## config.mk

```make
export PLATFORM = sky130hd
export DESIGN_NAME = adcseq_top
export DESIGN_NICKNAME = d
export VERILOG_FILES = /design/src/hw/adcseq_pkg.sv /design/src/hw/adcseq_top.sv
export SDC_FILE = /design/constraint.sdc
export NUM_CORES = 1
export LEC_CHECK = 0
export BUFFER_PORTS_ARGS = -buffer_cell sky130_fd_sc_hd__buf_4
export CORE_UTILIZATION = 55
export CTS_CLUSTER_DIAMETER = 200
export CTS_CLUSTER_SIZE = 25
export DETAILED_ROUTE_END_ITERATION = 10
export PLACE_DENSITY_LB_ADDON = 0.12
export SYNTH_ARGS = -nofsm -noshare
export SYNTH_HDL_FRONTEND = slang
export SYNTH_SLANG_ARGS = --single-unit
```

## constraint.sdc

```tcl
create_clock -name core_clk_i -period 4.5 [get_ports core_clk_i]
set_input_delay 0 -clock core_clk_i [delete_from_list [all_inputs] [get_ports core_clk_i]]
set_output_delay 0 -clock core_clk_i [all_outputs]
set_load 0.05 [all_outputs]
```

## src/hw/adcseq_pkg.sv

```systemverilog
// package: register map, field positions, reset values and timing for the conversion sequencer
package adcseq_pkg;
   // register byte offsets (one aligned word each)
   localparam logic [11:0] ADCSEQ_OFF_CTRL0 = 12'h000;
   localparam logic [11:0] ADCSEQ_OFF_CTRL1 = 12'h004;
   localparam logic [11:0] ADCSEQ_OFF_RES_LO = 12'h008;
   localparam logic [11:0] ADCSEQ_OFF_RES_HI = 12'h00C;
   localparam logic [11:0] ADCSEQ_OFF_PINSEL = 12'h010;
   localparam logic [11:0] ADCSEQ_OFF_IRQ = 12'h014;
   // converter_control_first fields
   localparam int ADCSEQ_C0_START = 7;
   localparam int ADCSEQ_C0_BUSY = 6;
   localparam int ADCSEQ_C0_PWR = 5;
   localparam int ADCSEQ_C0_JUST = 4;
   localparam int ADCSEQ_C0_CH_LSB = 0;
   // converter_control_second fields
   localparam int ADCSEQ_C1_SRC_LSB = 5;
   localparam int ADCSEQ_C1_REF_LSB = 3;
   localparam int ADCSEQ_C1_DIV_LSB = 0;
   // interrupt control fields
   localparam int ADCSEQ_IRQ_FLAG = 0;
   localparam int ADCSEQ_IRQ_EN = 1;
   // reset values
   localparam logic [7:0] ADCSEQ_RST_CTRL0 = 8'h00;
   localparam logic [7:0] ADCSEQ_RST_CTRL1 = 8'h00;
   localparam logic [5:0] ADCSEQ_RST_PINSEL = 6'h00;
   localparam logic [11:0] ADCSEQ_RST_RESULT = 12'h000;
   // sequencing counts in conversion clocks
   localparam logic [4:0] ADCSEQ_SAMPLE_CLKS = 5'h04;
   localparam logic [4:0] ADCSEQ_CONVERT_CLKS = 5'h0C;
   localparam int ADCSEQ_RES_BITS = 12;
   localparam int ADCSEQ_NUM_CH = 6;
   // reference mux one-hot: bit0 ext pin, bit1 analog supply, bit2 dac reference
   localparam logic [2:0] ADCSEQ_REF_EXT = 3'h1;
   localparam logic [2:0] ADCSEQ_REF_SUPPLY = 3'h2;
   localparam logic [2:0] ADCSEQ_REF_DAC = 3'h4;
   // internal source one-hot: amp1 pt0, pt1, pt2, dac out, amp2 out
   localparam logic [4:0] ADCSEQ_SRC_NONE = 5'h00;
   typedef enum logic [1:0] {
      ADCSEQ_IDLE = 2'b00,
      ADCSEQ_SAMPLE = 2'b01,
      ADCSEQ_CONVERT = 2'b10
   } adcseq_state_t;
endpackage : adcseq_pkg

```

## src/hw/adcseq_top.sv

```systemverilog
// module: conversion sequencer with APB registers, clock divider, muxes and SAR control
//
// Added by the designer: the address map and the APB register port.
`timescale 1ns/1ps

// Contract
// - start bit high then low begins conversion
// - busy flag set once conversion starts
// - busy flag cleared when conversion finishes
// - completion sets interrupt request flag
// - enabled completion raises interrupt signal
// - conversion clock is system clock over 2^n
// - power enable powers converter; software waits settling
// - reference select drives reference mux
// - analog pin drops other functions and pull-up
// - analog assignment overrides port direction
// - source 000 or 11x routes external channel
// - channel codes 0-5 map, others float
// - internal source codes select amp and dac
// - sample 4 then convert 12 clocks
// - conversion runs autonomously in hardware
// - justify bit formats result bytes
// - unused result bits read zero
// - result unchanged while converter disabled
module adcseq_top
   import adcseq_pkg::*;
(
   // clock and reset
   input wire logic core_clk_i,
   input wire logic arst_n_i,
   // apb slave
   input wire logic psel_i,
   input wire logic penable_i,
   input wire logic pwrite_i,
   input wire logic [11:0] paddr_i,
   input wire logic [31:0] pwdata_i,
   output logic [31:0] prdata_o,
   output logic pready_o,
   output logic pslverr_o,
   // analog core: comparator and trial code
   input wire logic cmp_i,
   output logic [11:0] sar_code_o,
   output logic sample_o,
   output logic power_enable_o,
   // analog muxes
   output logic [5:0] external_analog_channels_o,
   output logic [4:0] internal_source_o,
   output logic [2:0] reference_mux_o,
   // pin takeover
   input wire logic [5:0] port_dir_out_i,
   input wire logic [5:0] pull_high_en_i,
   output logic [5:0] pin_out_enable_o,
   output logic [5:0] pin_pull_high_o,
   output logic [5:0] pin_analog_o,
   // interrupt request to the controller
   output logic irq_o
);

   // ****************************************
   // registers and status
   // ****************************************
   logic start_ff;
   logic conversion_busy_flag_ff;
   logic converter_power_enable_ff;
   logic result_justify_select_ff;
   logic [3:0] external_channel_select_ff;
   logic [2:0] input_source_select_ff;
   logic [1:0] reference_source_select_ff;
   logic [2:0] conversion_clock_divider_select_ff;
   logic [5:0] pin_function_select_regs_ff;
   logic irq_flag_ff;
   logic irq_en_ff;
   logic [11:0] result_ff;
   logic [11:0] sar_ff;
   logic [6:0] div_cnt_ff;
   logic [4:0] clk_cnt_ff;
   logic [3:0] bit_idx_ff;
   adcseq_state_t state_ff;
   adcseq_state_t nxt_state;

   logic wr_en;
   logic start_fall;
   logic conv_tick;
   logic done;
   logic [6:0] nxt_div_cnt;
   logic [7:0] result_low_byte;
   logic [7:0] result_high_byte;

   function automatic logic addr_hit(input logic [11:0] a, input logic [11:0] off);
      addr_hit = (a == off);
   endfunction : addr_hit

   assign wr_en = psel_i & penable_i & pwrite_i;
   assign pready_o = 1'b1;
   // writes to a start that is already falling during a conversion are ignored
   assign start_fall = wr_en & addr_hit(paddr_i, ADCSEQ_OFF_CTRL0) & start_ff
      & ~pwdata_i[ADCSEQ_C0_START];

   // ****************************************
   // control register writes
   // ****************************************
   always_ff @(posedge core_clk_i or negedge arst_n_i) begin
      if (!arst_n_i) begin
         start_ff <= ADCSEQ_RST_CTRL0[ADCSEQ_C0_START];
         converter_power_enable_ff <= ADCSEQ_RST_CTRL0[ADCSEQ_C0_PWR];
         result_justify_select_ff <= ADCSEQ_RST_CTRL0[ADCSEQ_C0_JUST];
         external_channel_select_ff <= ADCSEQ_RST_CTRL0[3:0];
      end else if (wr_en && addr_hit(paddr_i, ADCSEQ_OFF_CTRL0)) begin
         start_ff <= pwdata_i[ADCSEQ_C0_START];
         converter_power_enable_ff <= pwdata_i[ADCSEQ_C0_PWR];
         result_justify_select_ff <= pwdata_i[ADCSEQ_C0_JUST];
         external_channel_select_ff <= pwdata_i[ADCSEQ_C0_CH_LSB +: 4];
      end
   end

   always_ff @(posedge core_clk_i or negedge arst_n_i) begin
      if (!arst_n_i) begin
         input_source_select_ff <= ADCSEQ_RST_CTRL1[7:5];
         reference_source_select_ff <= ADCSEQ_RST_CTRL1[4:3];
         conversion_clock_divider_select_ff <= ADCSEQ_RST_CTRL1[2:0];
      end else if (wr_en && addr_hit(paddr_i, ADCSEQ_OFF_CTRL1)) begin
         input_source_select_ff <= pwdata_i[ADCSEQ_C1_SRC_LSB +: 3];
         reference_source_select_ff <= pwdata_i[ADCSEQ_C1_REF_LSB +: 2];
         conversion_clock_divider_select_ff <= pwdata_i[ADCSEQ_C1_DIV_LSB +: 3];
      end
   end

   always_ff @(posedge core_clk_i or negedge arst_n_i) begin
      if (!arst_n_i) begin
         pin_function_select_regs_ff <= ADCSEQ_RST_PINSEL;
      end else if (wr_en && addr_hit(paddr_i, ADCSEQ_OFF_PINSEL)) begin
         pin_function_select_regs_ff <= pwdata_i[5:0];
      end
   end

   // completion set wins over a software clear in the same cycle
   always_ff @(posedge core_clk_i or negedge arst_n_i) begin
      if (!arst_n_i) begin
         irq_flag_ff <= 1'b0;
         irq_en_ff <= 1'b0;
      end else begin
         if (done) begin
            irq_flag_ff <= 1'b1;
         end else if (wr_en && addr_hit(paddr_i, ADCSEQ_OFF_IRQ)
                      && pwdata_i[ADCSEQ_IRQ_FLAG]) begin
            irq_flag_ff <= 1'b0;
         end
         if (wr_en && addr_hit(paddr_i, ADCSEQ_OFF_IRQ)) begin
            irq_en_ff <= pwdata_i[ADCSEQ_IRQ_EN];
         end
      end
   end

   assign irq_o = irq_flag_ff & irq_en_ff;

   // ****************************************
   // conversion clock divider
   // ****************************************
   // counter held at zero while idle; a tick every 2^n system clocks
   assign nxt_div_cnt = div_cnt_ff + 7'h01;
   always_ff @(posedge core_clk_i or negedge arst_n_i) begin
      if (!arst_n_i) begin
         div_cnt_ff <= 7'h00;
      end else if (state_ff == ADCSEQ_IDLE) begin
         div_cnt_ff <= 7'h00;
      end else begin
         div_cnt_ff <= nxt_div_cnt;
      end
   end

   always_comb begin
      case (conversion_clock_divider_select_ff)
         3'h0: conv_tick = 1'b1;
         3'h1: conv_tick = (div_cnt_ff[0:0] == 1'h1);
         3'h2: conv_tick = (div_cnt_ff[1:0] == 2'h3);
         3'h3: conv_tick = (div_cnt_ff[2:0] == 3'h7);
         3'h4: conv_tick = (div_cnt_ff[3:0] == 4'hF);
         3'h5: conv_tick = (div_cnt_ff[4:0] == 5'h1F);
         3'h6: conv_tick = (div_cnt_ff[5:0] == 6'h3F);
         default: conv_tick = (div_cnt_ff == 7'h7F);
      endcase
   end

   // ****************************************
   // sequencer
   // ****************************************
   always_comb begin
      nxt_state = state_ff;
      case (state_ff)
         ADCSEQ_IDLE: begin
            if (start_fall && converter_power_enable_ff) begin
               nxt_state = ADCSEQ_SAMPLE;
            end
         end
         ADCSEQ_SAMPLE: begin
            if (conv_tick && clk_cnt_ff == ADCSEQ_SAMPLE_CLKS - 5'h01) begin
               nxt_state = ADCSEQ_CONVERT;
            end
         end
         ADCSEQ_CONVERT: begin
            if (conv_tick && clk_cnt_ff == ADCSEQ_CONVERT_CLKS - 5'h01) begin
               nxt_state = ADCSEQ_IDLE;
            end
         end
         default: nxt_state = ADCSEQ_IDLE;
      endcase
      // power removal aborts a conversion
      if (!converter_power_enable_ff) begin
         nxt_state = ADCSEQ_IDLE;
      end
   end

   assign done = (state_ff == ADCSEQ_CONVERT) && (nxt_state == ADCSEQ_IDLE)
      && converter_power_enable_ff;

   always_ff @(posedge core_clk_i or negedge arst_n_i) begin
      if (!arst_n_i) begin
         state_ff <= ADCSEQ_IDLE;
      end else begin
         state_ff <= nxt_state;
      end
   end

   always_ff @(posedge core_clk_i or negedge arst_n_i) begin
      if (!arst_n_i) begin
         clk_cnt_ff <= 5'h00;
      end else if (state_ff != nxt_state) begin
         clk_cnt_ff <= 5'h00;
      end else if (conv_tick) begin
         clk_cnt_ff <= clk_cnt_ff + 5'h01;
      end
   end

   always_ff @(posedge core_clk_i or negedge arst_n_i) begin
      if (!arst_n_i) begin
         conversion_busy_flag_ff <= 1'b0;
      end else if (state_ff == ADCSEQ_IDLE && nxt_state == ADCSEQ_SAMPLE) begin
         conversion_busy_flag_ff <= 1'b1;
      end else if (nxt_state == ADCSEQ_IDLE) begin
         conversion_busy_flag_ff <= 1'b0;
      end
   end

   // successive approximation: trial bit set, kept or dropped on each tick
   always_ff @(posedge core_clk_i or negedge arst_n_i) begin
      if (!arst_n_i) begin
         sar_ff <= 12'h000;
         bit_idx_ff <= 4'hB;
      end else if (state_ff == ADCSEQ_SAMPLE && nxt_state == ADCSEQ_CONVERT) begin
         sar_ff <= 12'h800;
         bit_idx_ff <= 4'hB;
      end else if (state_ff == ADCSEQ_CONVERT && conv_tick) begin
         sar_ff[bit_idx_ff] <= cmp_i;
         if (bit_idx_ff != 4'h0) begin
            sar_ff[bit_idx_ff - 4'h1] <= 1'b1;
            bit_idx_ff <= bit_idx_ff - 4'h1;
         end
      end
   end

   // result keeps its value while disabled, since done needs power
   always_ff @(posedge core_clk_i or negedge arst_n_i) begin
      if (!arst_n_i) begin
         result_ff <= ADCSEQ_RST_RESULT;
      end else if (done) begin
         result_ff <= {sar_ff[11:1], cmp_i};
      end
   end

   assign sar_code_o = sar_ff;
   assign sample_o = (state_ff == ADCSEQ_SAMPLE);
   assign power_enable_o = converter_power_enable_ff;

   // ****************************************
   // analog muxes and pin takeover
   // ****************************************
   always_comb begin
      external_analog_channels_o = 6'h00;
      internal_source_o = ADCSEQ_SRC_NONE;
      case (input_source_select_ff)
         3'h1: internal_source_o = 5'h01;
         3'h2: internal_source_o = 5'h02;
         3'h3: internal_source_o = 5'h04;
         3'h4: internal_source_o = 5'h08;
         3'h5: internal_source_o = 5'h10;
         default: begin
            if (external_channel_select_ff < 4'(ADCSEQ_NUM_CH)) begin
               external_analog_channels_o[external_channel_select_ff[2:0]] = 1'b1;
            end
         end
      endcase
   end

   always_comb begin
      case (reference_source_select_ff)
         2'h1: reference_mux_o = ADCSEQ_REF_SUPPLY;
         2'h2: reference_mux_o = ADCSEQ_REF_DAC;
         default: reference_mux_o = ADCSEQ_REF_EXT;
      endcase
   end

   assign pin_analog_o = pin_function_select_regs_ff;
   assign pin_out_enable_o = port_dir_out_i & ~pin_function_select_regs_ff;
   assign pin_pull_high_o = pull_high_en_i & ~pin_function_select_regs_ff;

   // ****************************************
   // read data
   // ****************************************
   always_comb begin
      if (result_justify_select_ff) begin
         result_high_byte = {4'h0, result_ff[11:8]};
         result_low_byte = result_ff[7:0];
      end else begin
         result_high_byte = result_ff[11:4];
         result_low_byte = {result_ff[3:0], 4'h0};
      end
   end

   always_ff @(posedge core_clk_i or negedge arst_n_i) begin
      if (!arst_n_i) begin
         prdata_o <= 32'h00000000;
         pslverr_o <= 1'b0;
      end else begin
         prdata_o <= 32'h00000000;
         pslverr_o <= 1'b0;
         if (psel_i && !penable_i && !pwrite_i) begin
            case (paddr_i)
               ADCSEQ_OFF_CTRL0: prdata_o <= {24'h000000, start_ff, conversion_busy_flag_ff,
                  converter_power_enable_ff, result_justify_select_ff,
                  external_channel_select_ff};
               ADCSEQ_OFF_CTRL1: prdata_o <= {24'h000000, input_source_select_ff,
                  reference_source_select_ff, conversion_clock_divider_select_ff};
               ADCSEQ_OFF_RES_LO: prdata_o <= {24'h000000, result_low_byte};
               ADCSEQ_OFF_RES_HI: prdata_o <= {24'h000000, result_high_byte};
               ADCSEQ_OFF_PINSEL: prdata_o <= {26'h0000000, pin_function_select_regs_ff};
               ADCSEQ_OFF_IRQ: prdata_o <= {30'h00000000, irq_en_ff, irq_flag_ff};
               default: pslverr_o <= 1'b0;
            endcase
         end
         if (psel_i && !penable_i) begin
            pslverr_o <= (paddr_i[1:0] != 2'h0) || (paddr_i > ADCSEQ_OFF_IRQ);
         end
      end
   end

endmodule : adcseq_top

```

==> results of run 1 <==
==> stage by stage <==
stage	hold WS [ns]	area (µm²)	utilization
global route	0.0269	5460	0.696
global placement	0.175	5150	0.656
CTS	0.00471	5460	0.696
detailed placement	0.172	5150	0.656
floorplan	-0.296	4630	-
finish	0.0104	5460	0.696
==> final cells by class <==
class | instances | area [µm²] | share of cell area
inverter | 19 | 71.3 | 0.0131
clock buffer | 11 | 151 | 0.0277
clock inverter | 5 | 36.3 | 0.00665
timing repair buffer | 106 | 826 | 0.151
multi-input combinational | 352 | 2370 | 0.433
tap | 102 | 128 | 0.0234
sequential | 75 | 1880 | 0.344
==> where the power goes <==
group	switching, µW	leakage (µW)	internal, µW
combinational	140	0.00142	77.7
sequential	20.3	0.00101	694
clock	260	0.0000880	231
total	420	0.00251	1000
==> per-layer routing <==
| layer | part of all wire | routed length, µm | track usage | up-vias |
|---|---|---|---|---|
| li1 | - | - | - | 1822 |
| met1 | 0.43 | 4670 | 0.342 | 1825 |
| met2 | 0.48 | 5170 | 0.429 | 162 |
| met3 | 0.063 | 678 | 0.0386 | 26 |
| met4 | 0.027 | 297 | 0.105 | 0 |
| met5 | 0 | 0 | 0 | - |
==> how the worst min path moves through the flow <==
stage | cells past startpoint | end | slack, ns
2_1_floorplan | 0 | bit_idx_ff[2] | -0.30
3_3_place_gp | 2 | pslverr_o | 0.17
3_5_place_dp | 2 | pslverr_o | 0.17
4_1_cts | 3 | prdata_o[3] | 0.005
5_1_grt | 3 | prdata_o[3] | 0.03
6_report | 3 | prdata_o[3] | 0.01
==> cell usage in the layout, fill, tap and decap left out, types with 6 or more instances in the layout <==
master         instances
inv_1                 19
nand3_1               25
dlygate4sd3_1         12
clkbuf_8              11
nand2b_1               6
o21a_1                11
mux2_2                23
buf_4                 94
nor2b_1               20
nor2_1                28
o21ai_0               22
dfrtp_1               72
nand2_1               31
conb_1                25
and2_1                 7
ha_1                   9
nor3_1                 6
a31oi_1               17
nor3b_1                9
nand4_1                7
mux2_1                 8
mux2i_1                9
a22oi_1                6
a221oi_1               6
a21oi_1               20
==> kinds of logic (layout without fill, tap and decap cells) <==
| logic type | after synthesis | after routing |
|---|---|---|
| adder cells (fa/ha/maj) | 10 | 10 |
| multiplexers | 40 | 40 |
| XOR/XNOR | 4 | 4 |
| flip-flops | 75 | 75 |
| AND/OR/NAND/NOR | 168 | 168 |
| AO/OA/AOI/OAI | 105 | 105 |
| other | 2 | 25 |
| buffers and inverters | 69 | 141 |
==> state kept, by name, summed over array words and instances (netlist names) <==
register	cells
bit_idx_ff	4
div_cnt_ff	7
clk_cnt_ff	5
result_ff	12
power_enable_o	1
result_justify_select_ff	1
start_ff	1
pin_analog_o	6
irq_en_ff	1
conversion_busy_flag_ff	1
input_source_select_ff	3
sar_code_o	12
external_channel_select_ff	4
conversion_clock_divider_select_ff	3
pslverr_o	1
irq_flag_ff	1
state_ff	2
reference_source_select_ff	2
prdata_o	8
==> timing repair <==
action / CTS / global route
hold endpoints to repair: 96 / 0
hold buffers: 12 / 0
setup buffers: 0 / 0
resized for setup: 0 / 0
==> tightest hold or removal path, cell delays in order <==
cell and delay (ns):
buf_4 0.08, or3b_2 0.18, a31oi_1 0.05
==> impl_metrics.env, run 1 <==
export IMPL_synth_compound_area_share=0.155
export IMPL_area_delta_synth_final_pct=20.2
export IMPL_p_leak_uw=0.00251
export IMPL_fin_nets=634
export IMPL_fillCellCount=611
export IMPL_final_min_clock_period_ns=2.84
export IMPL_yosysMostFrequentCell="dfrtp_1"
export IMPL_start_util=0.579
export IMPL_core_mm2=0.00785
export IMPL_finalCritPeriodShare=0.630
export IMPL_synth_area_leaders="dfrtp_1 (40%), mux2_2 (5.7%), buf_4 (4.3%), nand3_1 (2.8%), nor2b_1 (2.8%)"
export IMPL_die_h_um=92.9
export IMPL_cp_depth=8
export IMPL_place_ws_ns=1.67
export IMPL_hpwlAfterDp_um=7700
export IMPL_critPathBufInv=0
export IMPL_cts_tree="built"
export IMPL_synth_top_family_by_area="simple AND/OR/NAND/NOR gates"
export IMPL_vias=3835
export IMPL_insertion_delay_ns=0.35
export IMPL_wirelength_um=10800
export IMPL_worst_setup_path_end_kind="flop"
export IMPL_drv_cap=0
export IMPL_regToRegSetupSlack_ns=1.66
export IMPL_cts_max_level=3
export IMPL_postSynthCellCount=473
export IMPL_ys_types=62
export IMPL_synth_top_area_frac=0.397
export IMPL_antenna_found_initial=0
export IMPL_hold_viol_final=0
export IMPL_r2r_cells=8
export IMPL_cp_top_family="compound AO/OA/AOI/OAI gates"
export IMPL_synthesis_area_mm2=0.00454
export IMPL_finalNonFillerCells=670
export IMPL_ir_drop_mv=0.261
export IMPL_critical_path_max_fanout=19
export IMPL_required_ns=4.74
export IMPL_clock_path_buffers=2
export IMPL_numPortBuffers=93
export IMPL_worst_pin_slew_ns=0.920
export IMPL_arrival_ns=3.07
export IMPL_synthAdderAreaFrac=0.0270
export IMPL_relSlewSlack=0.387
export IMPL_crit_slowest_cell="and3_1"
export IMPL_ios=143
export IMPL_holdCritStartpoint="pwrite_i"
export IMPL_ant_nets=0
export IMPL_async_flop_share=1.00
export IMPL_final_setup_worst_slack_ns=1.66
export IMPL_cts_root_buf="clkbuf_8"
export IMPL_antenna_cells=0
export IMPL_viasPerCell=5.72
export IMPL_dr_pass1_iters=4
export IMPL_clk_pin_slew_ns=0.08
export IMPL_ys_seq_area_frac=0.414
export IMPL_critical_path_class="reg -> reg"
export IMPL_crit_end="result_ff[6]"
export IMPL_grt_pass1_wl_um=17600
export IMPL_rsz0062_at_grt="false"
export IMPL_avgRoutedWirePerCell_um=16.1
export IMPL_dp_cells=642
export IMPL_fin_skew_ns=0.0101
export IMPL_avgSynthCellArea_um2=9.60
export IMPL_critical_path_startpoint_type="flop"
export IMPL_cts_buffers=9
export IMPL_synth_seq_cells=75
export IMPL_yosysWarnings=0
export IMPL_synth_common_cells="dfrtp_1 (72), nand2_1 (31), nor2_1 (28)"
export IMPL_rows=32
export IMPL_gp_congestion=0.848
export IMPL_finalPower_uw=1420
export IMPL_slowest_delay_ns=0.61
export IMPL_die_x_um=92.9
export IMPL_cp_startpoint="div_cnt_ff[0]"
export IMPL_r2r_start="div_cnt_ff[0]"
export IMPL_fmax_mhz=352
export IMPL_synth_area_leader_cell="dfrtp_1"
export IMPL_r2r_end="result_ff[6]"
export IMPL_status="finished, final reports clean"
export IMPL_gr_total_overflow=0
export IMPL_layout_drive_gt1_share=0.273
export IMPL_powerDensity_mw_per_mm2=261
export IMPL_setup_tns_final_ns=0
export IMPL_synth_xor_area_share=0.00771
export IMPL_cp_common_cell="ha_1"
export IMPL_crit_chain="ha_1 -> ha_1 -> nand3_1 -> a21oi_1 -> o21ai_2 -> a21boi_4 -> and3_1 -> mux2_2"
export IMPL_grt_max_degree=76
export IMPL_die_area_mm2=0.00863
export IMPL_synthFlopType="dfrtp_1"
export IMPL_grt_pass1_vias=3572
export IMPL_min_path_type="in -> reg"
export IMPL_drt_iter0_drc=313
export IMPL_synthMuxAreaShare=0.0967
export IMPL_grt_usage=0.260
export IMPL_setup_viol=0
export IMPL_cts_sinks=75
export IMPL_slew_violations=0
export IMPL_synth_edff_count=0
export IMPL_synthSimpleGateAreaFrac=0.214
export IMPL_drc_errors=0
Power figures use the tool's default switching activity.
==> inputs of run 2 (changes only) <==
CORE_UTILIZATION = 47   (was 55)
clock period = 2.55 ns   (was 4.5 ns; I/O delays follow)
==> run 2 against run 1 <==
Effect of this change: core utilization is 9.8 points lower; power is 77% higher; routed wire length is 0.62% higher; sequential share of layout area is 0.53 points lower; critical path depth is 1 higher; worst setup slack worse by 1.4 ns; sequential power is 76% higher; register-to-register slack worse by 1.4 ns; global-route usage is 3.6 points lower; critical path type unchanged; largest cell class unchanged.
==> impl_metrics.env, run 2 (synthesis gave the netlist of run 1 again) <==
export IMPL_cp_top_family="compound AO/OA/AOI/OAI gates"
export IMPL_fin_skew_ns=0.0116
export IMPL_final_setup_worst_slack_ns=0.221
export IMPL_crit_slowest_cell="a21boi_1"
export IMPL_cp_common_cell="ha_1"
export IMPL_setup_tns_final_ns=0
export IMPL_finalCritPeriodShare=0.913
export IMPL_powerDensity_mw_per_mm2=455
export IMPL_hold_slack_ns=0.00807
export IMPL_fin_nets=641
export IMPL_critical_path_class="reg -> reg"
export IMPL_regArea_mm2=0.00188
export IMPL_die_area_mm2=0.0101
export IMPL_area_delta_synth_final_pct=22.0
export IMPL_dr_pass1_iters=4
export IMPL_grtUsageMet2=0.359
export IMPL_clock_path_buffers=2
export IMPL_slew_violations=0
export IMPL_core_mm2=0.00928
export IMPL_drv_cap=0
export IMPL_final_min_clock_period_ns=2.33
export IMPL_place_ws_ns=0.185
export IMPL_wirelength_um=10900
export IMPL_worst_setup_path_end_kind="flop"
export IMPL_finalPower_uw=2520
export IMPL_crit_chain="ha_1 -> ha_1 -> nand3_1 -> a21oi_1 -> o21ai_2 -> a21boi_1 -> nand4_1 -> buf_4 -> a21boi_0"
export IMPL_final_common_cell="buf_4"
export IMPL_final_core_util=0.597
export IMPL_ios=143
export IMPL_worst_pin_slew_ns=0.945
export IMPL_hold_viol_final=0
export IMPL_setup_viol=0
export IMPL_status="finished, final reports clean"
export IMPL_grt_pass1_wl_um=17500
export IMPL_ir_drop_mv=0.252
export IMPL_required_ns=2.77
export IMPL_drt_iter0_drc=135
export IMPL_fillCellCount=877
export IMPL_vias=3743
export IMPL_critPathBufInv=1
export IMPL_layout_common_cells="buf_4 (101), dfrtp_1 (72), nand2_1 (31)"
export IMPL_grt_usage=0.224
export IMPL_grt_pass1_vias=3481
export IMPL_antenna_cells=0
export IMPL_clk_pin_slew_ns=0.08
export IMPL_p_leak_uw=0.00255
export IMPL_gp_congestion=0.861
export IMPL_cts_buffers=9
export IMPL_gr_total_overflow=0
export IMPL_rows=35
export IMPL_drc_errors=0
export IMPL_grt_use_met3=0.0397
export IMPL_layout_drive_gt1_share=0.281
export IMPL_hpwlAfterDp_um=8010
export IMPL_die_x_um=100
export IMPL_ant_nets=0
export IMPL_relSlewSlack=0.370
export IMPL_grt_max_degree=76
export IMPL_viasPerCell=5.33
export IMPL_multi_input_area_mm2=0.00237
export IMPL_die_h_um=100
export IMPL_critical_path_max_fanout=11
export IMPL_avgRoutedWirePerCell_um=15.5
export IMPL_antenna_found_initial=0
export IMPL_post_cts_setup_buffer_count=0
export IMPL_cts_root_buf="clkbuf_8"
export IMPL_cts_sinks=75
export IMPL_cts_tree="built"
export IMPL_start_util=0.489
export IMPL_gr_usage_met1=0.304
export IMPL_arrival_ns=2.55
export IMPL_grt_busiest_layer="met2"
export IMPL_rsz0062_at_grt="false"
export IMPL_insertion_delay_ns=0.35
export IMPL_fmax_mhz=429
export IMPL_min_path_type="in -> reg"
export IMPL_slowest_delay_ns=0.46
export IMPL_critical_path_startpoint_type="flop"
export IMPL_numPortBuffers=93
export IMPL_cts_max_level=3
-- run 2: power by group --
part / internal, µW / switching, µW
sequential: 1230 / 37.1
combinational: 138 / 252
clock: 439 / 433
-- run 2: final timing paths --
check,start,end,slack [ns],depth (start not counted)
max in group asynchronous,arst_n_i,clk_cnt_ff[4],1.59,2
worst min register to register,div_cnt_ff[0],div_cnt_ff[0],0.49,1
worst max register to register,div_cnt_ff[0],sar_code_o[4],0.22,9
worst max-delay path,div_cnt_ff[0],sar_code_o[4],0.22,9
worst min-delay path,pwrite_i,prdata_o[3],0.008,3
min in group asynchronous,arst_n_i,pin_analog_o[1],0.31,2
-- run 2: cell type report --
type	instances	area share
multi-input cells	352	0.428
inverters	19	0.0129
well taps	129	0.0291
flip-flops and latches	75	0.339
clock inverters	5	0.0102
repair buffers	113	0.158
clock buffers	9	0.0223
-- run 2: through the flow --
stage / std cells / cell area, µm²
finish: 702 / 5540
floorplan: 496 / 4630
detailed placement: 676 / 5240
global placement: 676 / 5240
CTS: 702 / 5540
global route: 702 / 5540
-- run 2: what timing repair did --
action | CTS | global route
hold endpoints to repair | 96 | 0
endpoints found under the setup margin | 0 | 3
gates resized for setup | 0 | 1
hold buffers | 12 | 0
-- run 2: worst register-to-register path: stages (launching register included) --
cell	delay (ns)
dfrtp_1	0.39
ha_1	0.25
ha_1	0.17
nand3_1	0.07
a21oi_1	0.23
o21ai_2	0.12
a21boi_1	0.46
nand4_1	0.18
buf_4	0.22
a21boi_0	0.13
-- run 2: per-layer routing --
layer	up-vias	share of wire
li1	1833	-
met4	0	0.019
met1	1777	0.45
met2	118	0.48
met3	15	0.050
met5	-	0
